==> src/design/tcpm_pkg.sv <==
// constants for the touch controller mode and power control block
// assumes a 250 MHz core clock and a register port of address and byte data
package tcpm_pkg;
	localparam logic [7:0] TICK_PERIOD_OFS = 8'h0e;
	localparam logic [7:0] MODE_CTRL_OFS   = 8'h13;
	localparam logic [7:0] TICK_RESET      = 8'h05;
	localparam logic [7:0] MODE_RESET      = 8'h14;
	localparam logic [7:0] TICK_CODE_MAX   = 8'h1a;
	localparam int         TICK_BASE_MS    = 5;
	localparam int         FIXED_TICK_MS   = 8;
	localparam int         CLK_MHZ         = 250;
	localparam int         CYC_PER_MS      = CLK_MHZ * 1000;
	localparam int         FIXED_TICK_CYC  = FIXED_TICK_MS * CYC_PER_MS;
	localparam int         SPACE_POS       = 5;
	localparam int         GRST_POS        = 4;
	localparam int         UNIMP_POS       = 3;
	localparam int         DUTY_POS        = 2;
	localparam int         IRQ_OUTPUT_ENABLE_POS       = 1;
	localparam int         SCAN_POS        = 0;
	typedef enum logic [1:0] {
		TCPM_STOP_OFF        = 2'b00,
		TCPM_STOP_ACCESSIBLE = 2'b01,
		TCPM_RUN_CONTINUOUS  = 2'b11,
		TCPM_RUN_DUTY_CYCLED = 2'b10
	} tcpm_mode_t;
endpackage

==> src/design/tcpm_sync.sv <==
// two-flop synchroniser with falling edge detect on the synchronised level
// assumes the input is asynchronous to CLK
`timescale 1ns/100ps
module tcpm_sync (
	input  wire logic clk,
	input  wire logic rst_b,
	input  wire logic din,
	output logic      level,
	output logic      fall
);
	logic meta_reg;
	logic sync_reg;
	logic last_reg;
	always_ff @(posedge clk or negedge rst_b) begin
		if (!rst_b) begin
			meta_reg <= 1'b1;
			sync_reg <= 1'b1;
			last_reg <= 1'b1;
		end else begin
			meta_reg <= din;
			sync_reg <= meta_reg;
			last_reg <= sync_reg;
		end
	end
	assign level = sync_reg;
	// one pulse per falling edge, from the stable stage only
	assign fall  = last_reg & ~sync_reg;
endmodule

==> src/design/tcpm_tick.sv <==
// master tick counter: pulses once per period of the given cycle count
// assumes period_cyc stays at least 1
`timescale 1ns/100ps
module tcpm_tick #(
	parameter int W = 24
) (
	input  wire logic         clk,
	input  wire logic         rst_b,
	input  wire logic         run,
	input  wire logic [W-1:0] period_cyc,
	output logic              tick
);
	logic [W-1:0] cnt_reg;
	always_ff @(posedge clk or negedge rst_b) begin
		if (!rst_b) begin
			cnt_reg <= '0;
			tick    <= 1'b0;
		end else if (!run) begin
			cnt_reg <= '0;
			tick    <= 1'b0;
		end else if (cnt_reg >= period_cyc - W'(1)) begin
			// >= so a shortened period takes effect at once
			cnt_reg <= '0;
			tick    <= 1'b1;
		end else begin
			cnt_reg <= cnt_reg + W'(1);
			tick    <= 1'b0;
		end
	end
endmodule

==> src/design/tcpm_top.sv <==
// operating mode and power control for a capacitive touch controller
// assumes register accesses arrive as one-cycle strobes from the serial
// slave, and the wake pin is asynchronous to CLK
//
// Overview of operation
// - both bits high: continuous scan, bus available
// - continuous run: modules timed by master tick
// - other modes: fixed eight millisecond primary clock; no tick runs in either stop mode
// - tick period is code plus five milliseconds
// - out-of-range tick code forced to twenty-six
// - duty-cycled run: scan, low power between
// - accessible stop: no scan, registers answer
// - tick register writes only in accessible stop
// - both bits low: no scan, no bus
// - only wake pin toggle exits low modes
// - interrupt spacing is tick times code plus one
// - bit four zero asserts global reset
// - bit two low enables duty cycling
// - bit one enables interrupt output
// - bit zero enables electrode scanning
// - wake pin fall sets duty bit
// - wake fall alone reopens bus in low modes
// - mode register resets to 0x14
// - in continuous run only mode register writable
`timescale 1ns/100ps
module tcpm_top #(
	parameter int CNT_W          = 24,
	parameter int FIXED_TICK_CYC = tcpm_pkg::FIXED_TICK_CYC,
	parameter int CYC_PER_MS     = tcpm_pkg::CYC_PER_MS
) (
	input  wire logic       CLK,
	input  wire logic       RST_B,
	input  wire logic       WAKE_PIN,
	input  wire logic       REG_WR,
	input  wire logic       REG_RD,
	input  wire logic [7:0] REG_ADDR,
	input  wire logic [7:0] REG_WDATA,
	output logic [7:0]      REG_RDATA,
	output logic            REG_ACK,
	input  wire logic       IRQ_REQ,
	output logic            IRQ_PULSE,
	output logic            BUS_AVAIL,
	output logic            SCAN_ACTIVE,
	output logic            LOW_POWER,
	output logic            TICK,
	output logic            GLOBAL_RST_N,
	output logic [1:0]      MODE
);
	logic       wake_level;
	logic       wake_fall;
	logic [7:0] tick_period_reg;
	logic [7:0] mode_reg;
	logic [3:0] space_cnt_reg;
	logic       irq_pend_reg;
	logic [CNT_W-1:0] period_cyc;
	logic       scan_enable;
	logic       duty_cycle_off_n;
	logic       irq_output_enable;
	logic [2:0] irq_spacing_factor;
	logic       bus_open;
	logic       wr_mode;
	logic       wr_tick;
	tcpm_pkg::tcpm_mode_t mode;

	// wake pin passes two flops before the edge detector
	tcpm_sync u_sync (
		.clk   (CLK),
		.rst_b (RST_B),
		.din   (WAKE_PIN),
		.level (wake_level),
		.fall  (wake_fall)
	);

	assign scan_enable        = mode_reg[tcpm_pkg::SCAN_POS];
	assign duty_cycle_off_n   = mode_reg[tcpm_pkg::DUTY_POS];
	assign irq_output_enable  = mode_reg[tcpm_pkg::IRQ_OUTPUT_ENABLE_POS];
	assign irq_spacing_factor = mode_reg[7:tcpm_pkg::SPACE_POS];
	assign mode = tcpm_pkg::tcpm_mode_t'({scan_enable, duty_cycle_off_n});

	// only the accessible-stop and continuous modes talk on the bus
	assign bus_open = duty_cycle_off_n;
	assign wr_mode  = REG_WR & bus_open &
		(REG_ADDR == tcpm_pkg::MODE_CTRL_OFS);
	// other registers only in accessible stop
	assign wr_tick  = REG_WR & (mode == tcpm_pkg::TCPM_STOP_ACCESSIBLE) &
		(REG_ADDR == tcpm_pkg::TICK_PERIOD_OFS);

	function automatic logic [7:0] clamp_code(input logic [7:0] c);
		if (c > tcpm_pkg::TICK_CODE_MAX)
			return tcpm_pkg::TICK_CODE_MAX;
		return c;
	endfunction

	// a global reset is pulsed by writing bit four low; it reloads the mode
	// and tick period registers to their power-up values in the next cycle
	always_ff @(posedge CLK or negedge RST_B) begin
		if (!RST_B) begin
			mode_reg <= tcpm_pkg::MODE_RESET;
		end else if (!mode_reg[tcpm_pkg::GRST_POS]) begin
			mode_reg <= tcpm_pkg::MODE_RESET;
		end else begin
			if (wr_mode) begin
				mode_reg <= REG_WDATA & ~(8'h01 << tcpm_pkg::UNIMP_POS);
			end
			// the pin edge wins over a simultaneous write
			if (wake_fall) begin
				mode_reg[tcpm_pkg::DUTY_POS] <= 1'b1;
			end
		end
	end

	always_ff @(posedge CLK or negedge RST_B) begin
		if (!RST_B) begin
			tick_period_reg <= tcpm_pkg::TICK_RESET;
		end else if (!mode_reg[tcpm_pkg::GRST_POS]) begin
			tick_period_reg <= tcpm_pkg::TICK_RESET;
		end else if (wr_tick) begin
			tick_period_reg <= clamp_code(REG_WDATA);
		end
	end

	// continuous run uses the programmed tick, every other mode the fixed one
	always_comb begin
		if (mode == tcpm_pkg::TCPM_RUN_CONTINUOUS)
			period_cyc = CNT_W'((32'(tick_period_reg) +
				tcpm_pkg::TICK_BASE_MS) * CYC_PER_MS);
		else
			period_cyc = CNT_W'(FIXED_TICK_CYC);
	end

	tcpm_tick #(.W(CNT_W)) u_tick (
		.clk        (CLK),
		.rst_b      (RST_B),
		.run        (scan_enable),
		.period_cyc (period_cyc),
		.tick       (TICK)
	);

	// interrupt spacing: after one leaves, wait factor+1 ticks
	always_ff @(posedge CLK or negedge RST_B) begin
		if (!RST_B) begin
			space_cnt_reg <= 4'h0;
			irq_pend_reg  <= 1'b0;
			IRQ_PULSE     <= 1'b0;
		end else if (!irq_output_enable) begin
			space_cnt_reg <= 4'h0;
			irq_pend_reg  <= 1'b0;
			IRQ_PULSE     <= 1'b0;
		end else begin
			IRQ_PULSE <= 1'b0;
			if (IRQ_REQ)
				irq_pend_reg <= 1'b1;
			if (space_cnt_reg != 4'h0 && TICK)
				space_cnt_reg <= space_cnt_reg - 4'h1;
			if ((irq_pend_reg || IRQ_REQ) && space_cnt_reg == 4'h0) begin
				IRQ_PULSE     <= 1'b1;
				irq_pend_reg  <= 1'b0;
				space_cnt_reg <= {1'b0, irq_spacing_factor} + 4'h1;
			end
		end
	end

	// reads answer in the next cycle, only while the bus is open
	always_ff @(posedge CLK or negedge RST_B) begin
		if (!RST_B) begin
			REG_RDATA <= 8'h00;
			REG_ACK   <= 1'b0;
		end else begin
			REG_ACK <= (REG_RD | REG_WR) & bus_open;
			if (REG_RD & bus_open) begin
				unique case (REG_ADDR)
					tcpm_pkg::TICK_PERIOD_OFS: REG_RDATA <= tick_period_reg;
					tcpm_pkg::MODE_CTRL_OFS:   REG_RDATA <= mode_reg;
					default:                   REG_RDATA <= 8'h00;
				endcase
			end
		end
	end

	// scanning in both run modes, low power when duty cycled or stopped off
	assign SCAN_ACTIVE  = scan_enable;
	assign LOW_POWER    = ~duty_cycle_off_n;
	assign BUS_AVAIL    = bus_open;
	assign GLOBAL_RST_N = mode_reg[tcpm_pkg::GRST_POS];
	assign MODE         = mode;
endmodule

==> config.mk <==
export PLATFORM = sky130hd
export DESIGN_NAME = tcpm_top
export DESIGN_NICKNAME = d
export VERILOG_FILES = /design/src/design/tcpm_pkg.sv /design/src/design/tcpm_sync.sv /design/src/design/tcpm_tick.sv /design/src/design/tcpm_top.sv
export SDC_FILE = /design/constraint.sdc
export NUM_CORES = 1
export LEC_CHECK = 0
export ABC_CLOCK_PERIOD_IN_PS = 6360
export BUFFER_PORTS_ARGS = -buffer_cell sky130_fd_sc_hd__buf_2
export CELL_PAD_IN_SITES_DETAIL_PLACEMENT = 1
export CELL_PAD_IN_SITES_GLOBAL_PLACEMENT = 2
export CORE_MARGIN = 8
export CORE_UTILIZATION = 35
export CTS_CLUSTER_SIZE = 16
export DETAILED_ROUTE_END_ITERATION = 6
export PLACE_DENSITY_LB_ADDON = 0.1
export SYNTH_ARGS = -nofsm -noshare
export SYNTH_HDL_FRONTEND = slang
export SYNTH_SLANG_ARGS = --single-unit
==> constraint.sdc <==
create_clock -name CLK -period 6.36 [get_ports CLK]
set_input_delay 0.954 -clock CLK [delete_from_list [all_inputs] [get_ports CLK]]
set_output_delay 0.954 -clock CLK [all_outputs]
set_load 0.05 [all_outputs]
==> results.py <==
metrics = {
    "status": {
        "status": "finished clean",
    },
    "placement": {
        "globalplace.congestion": 0.803,
        "dp_hpwl_microns": 11500,
        "preCtsSetupSlack_ns": -0.0824,
        "post_dp_cell_area_sq_um": 6060,
        "io_buffer_count": 38,
        "dpl.cell_count": 843,
    },
    "routing": {
        "via_per_inst": 5.22,
        "detailedRoute.firstPassIterationCount": 4,
        "routed_wl_microns": 14600,
        "detail-route-antenna-nets": 0,
        "post_drt_wl_per_cell_microns": 16.6,
        "drcViolationCount": 0,
        "route.vias.total": 4564,
        "drt_iter0_drc": 153,
    },
    "global_route": {
        "grt_first_pass_wirelength_microns": 24600,
        "grt_max_degree": 59,
        "grt_use_total_pct": 15.5,
        "antenna_found_initial": 0,
        "grt_pass1_vias": 4961,
        "grt_overflow_total": 0,
    },
    "clock_tree": {
        "cts_made_buffers": 9,
        "post_cts_hold_buffer_count": 0,
        "cts-root-buf": "clkbuf_16",
        "clk-insertion-delay-late_ns": 0.33,
        "clock_tree.buffer_depth": 2,
        "depth_of_the_cts_h_tree": 3,
        "tritoncts": "done",
        "worst_setup_hold_path_clk_slew_ns": 0.05,
        "tritoncts_num_sinks": 58,
    },
    "power_and_ir_drop": {
        "power.share.sequential_pct": 19.7,
        "clkPwrFrac_pct": 24.1,
        "comb_power_share_pct": 56.2,
        "leakagePower_uw": 0.00320,
        "p_sw_share_pct": 37.0,
        "powerDensity_nw_per_um2": 293,
        "switching_power_uw": 729,
        "p_int_uw": 1240,
        "ir_worst_vdd_mv": 0.170,
    },
    "yosys": {
        "syn-instance-count": 599,
        "synth.cell_area_sq_um": 5390,
        "synth.top_cells.by_area": "dfrtp_1 (24%), ha_1 (17%), fa_1 (7.1%)",
        "yosys-top-cells-count": "ha_1 (72), inv_1 (58), nor2_1 (58)",
        "synth_enable_flop_cells": 0,
        "synth_cell_types": 58,
        "synth-async-reset-ratio_pct": 100,
        "synth.top_cell.area_share_pct": 23.7,
        "synthFlopType": "dfrtp_1",
        "yosysWarningCount": 0,
        "largest_area_contributor_in_the_synthesized_netlist": "dfrtp_1",
        "synthesis.nets": 712,
        "post_synth.cell_area_avg_sq_um": 9.00,
        "synth.ff_latch_count": 58,
        "fraction_of_the_yosys_area_taken_by_sequential_cells_pct": 27.1,
        "synthMostInstantiatedCell": "ha_1",
    },
    "worst_hold_path": {
        "hp-class": "register to register",
        "min_from": "u_sync.meta_reg$_DFF_PN1_",
        "min_to": "u_sync.level$_DFF_PN1_",
        "min_delay_path_depth": 0,
    },
    "timing": {
        "worst_clock_skew_ns": 0.00676,
        "final_hold_viol_count": 0,
        "finalSetupViolations": 0,
        "max_slew_margin_pct": 43.0,
        "fin_crit_ns": 6.24,
        "setup-tns-final_ns": 0,
        "slew_viol_final": 0,
        "unrepaired_setup_endpoints_after_global_routing": "yes",
        "postLayoutSetupSlackWorst_ns": 0.116,
        "tightestPinTransition_ns": 0.848,
        "finalCritPeriodShare_pct": 98.2,
        "worst_hold_slack_ns": 0.356,
        "fmaxAchievable_mhz": 160,
    },
    "die": {
        "core_sq_um": 15100,
        "die_h_microns": 140,
        "dieArea_sq_um": 19600,
        "placementRows": 45,
        "fp.dieW_microns": 140,
        "io_pins": 39,
        "initial_utilization_pct": 35.6,
    },
    "critical_path": {
        "reg2reg_to": "u_tick.cnt_reg[12]$_DFF_PN0_",
        "worst-path-max-fanout": 6,
        "timing.critical_path.from_type": "register",
        "setup.worst_path.end_class": "register",
        "setup.worst_path.class": "register to register",
        "critical_path.reg2reg.startpoint": "tick_period_reg[0]$_DFFE_PN1P_",
        "timing.reg2reg.worst_path_depth": 26,
        "critical_path_required_ns": 6.58,
        "timing.critical_path.arrival_ns": 6.46,
        "rrSetupSlack_ns": 0.12,
    },
    "layout": {
        "finish.net_count": 796,
        "layoutNonFillerInstCount": 875,
        "flip_flop_count_of_the_largest_register_after_layout": 24,
        "area_growth_syn_to_layout_pct": 24.7,
        "layout-drive-gt1-share_pct": 22.7,
        "antenna_cell_count": 0,
        "finalInstanceArea_sq_um": 6720,
    },
    "run": {
        "maxcap_viol_count": 0,
    },
}
[what timing repair did]
action / in CTS / in global routing
setup endpoints to repair: 25 / 25
gates cloned: 2 / 0
buffers inserted: 8 / 9
pin swaps: 8 / 29
hold endpoints to repair: 0 / 0
gates resized for setup: 11 / 35
[cell usage in the layout (no fill, tap or decap), drive strengths merged, types with 11 or more instances in the layout]
master | synthesis | layout
dfrtp | 51 | 51
inv | 58 | 58
nand2 | 56 | 56
o21ai | 32 | 32
xor2 | 30 | 30
xnor2 | 28 | 28
ha | 72 | 72
a21o | 11 | 11
fa | 19 | 19
nand4 | 13 | 13
buf | 3 | 86
nor2 | 58 | 58
a21oi | 23 | 23
[power groups by stage]
stage / combinational (uW) / clock, uW / sequential (uW)
3_5_place_dp: 859 / 0 / 393
2_1_floorplan: 588 / 0 / 394
4_1_cts: 929 / 491 / 387
3_3_place_gp: 842 / 0 / 392
5_1_grt: 1230 / 503 / 389
6_report: 1110 / 475 / 389
[cell type report]
cell class              count  area [sq um]
fillers                  1754          8420
multi-input cells         470          3920
flip-flops and latches     58          1460
repair buffers             86           591
clock buffers              10           239
well taps                 188           235
inverters                  58           220
clock inverters             5          55.1
[per-stage QoR]
step | power (uW) | util (%)
2_1_floorplan | 982 | -
3_3_place_gp | 1230 | 40.0
3_5_place_dp | 1250 | 40.0
4_1_cts | 1810 | 42.9
5_1_grt | 2120 | 44.4
6_report | 1970 | 44.4
[worst max-delay path, stage by stage (launching register included)]
cell       delay (ns)
dfstp_2          0.61
ha_4             0.18
buf_6            0.11
xnor2_2          0.13
ha_4             0.25
xnor2_2          0.14
ha_1             0.28
inv_1            0.04
fa_2             0.51
inv_1            0.05
fa_2             0.37
ha_4             0.17
or4_4            0.54
o22a_1           0.18
o31a_1           0.13
xnor2_2          0.17
or4b_4           0.52
a2111oi_4        0.30
xor2_1           0.14
ha_1             0.33
nand4_1          0.08
or3_1            0.32
o211ai_1         0.18
buf_4            0.17
buf_12           0.10
buf_16           0.11
nor2_1           0.04
[worst max path at each step]
stage | from | to | slack (ns) | depth (start not counted)
3_3_place_gp | tick_period_reg[0]$_DFFE_PN1P_ | u_tick.cnt_reg[9]$_DFF_PN0_ | 0.08 | 21
3_5_place_dp | tick_period_reg[0]$_DFFE_PN1P_ | u_tick.cnt_reg[5]$_DFF_PN0_ | -0.08 | 21
6_report | tick_period_reg[0]$_DFFE_PN1P_ | u_tick.cnt_reg[12]$_DFF_PN0_ | 0.12 | 26
5_1_grt | tick_period_reg[0]$_DFFE_PN1P_ | u_tick.cnt_reg[22]$_DFF_PN0_ | -0.18 | 26
2_1_floorplan | tick_period_reg[0]$_DFFE_PN1P_ | u_tick.cnt_reg[17]$_DFF_PN0_ | 0.03 | 26
4_1_cts | tick_period_reg[0]$_DFFE_PN1P_ | u_tick.cnt_reg[5]$_DFF_PN0_ | 0.0005 | 26
[cell families (layout without fill, tap and decap cells)]
kind of cell             Yosys count  after routing  share of synthesized area [%]
adder cells (fa/ha/maj)           91             91                           23.8
AO/OA/AOI/OAI                    112            112                           14.2
XOR/XNOR                          58             58                           9.42
buffers and inverters             71            159                           5.22
AND/OR/NAND/NOR                  200            200                           18.6
multiplexers                       9              9                           1.67
flip-flops                        58             58                           27.1
[metal layers]
layer | track usage (%) | part of all wire, % | wire (microns)
met5 | 0 | 0 | 0
met4 | 4.91 | 1.6 | 227
met3 | 2.96 | 1.8 | 266
met2 | 27.7 | 52 | 7530
met1 | 18.3 | 45 | 6550
Power figures use the tool's default switching activity.
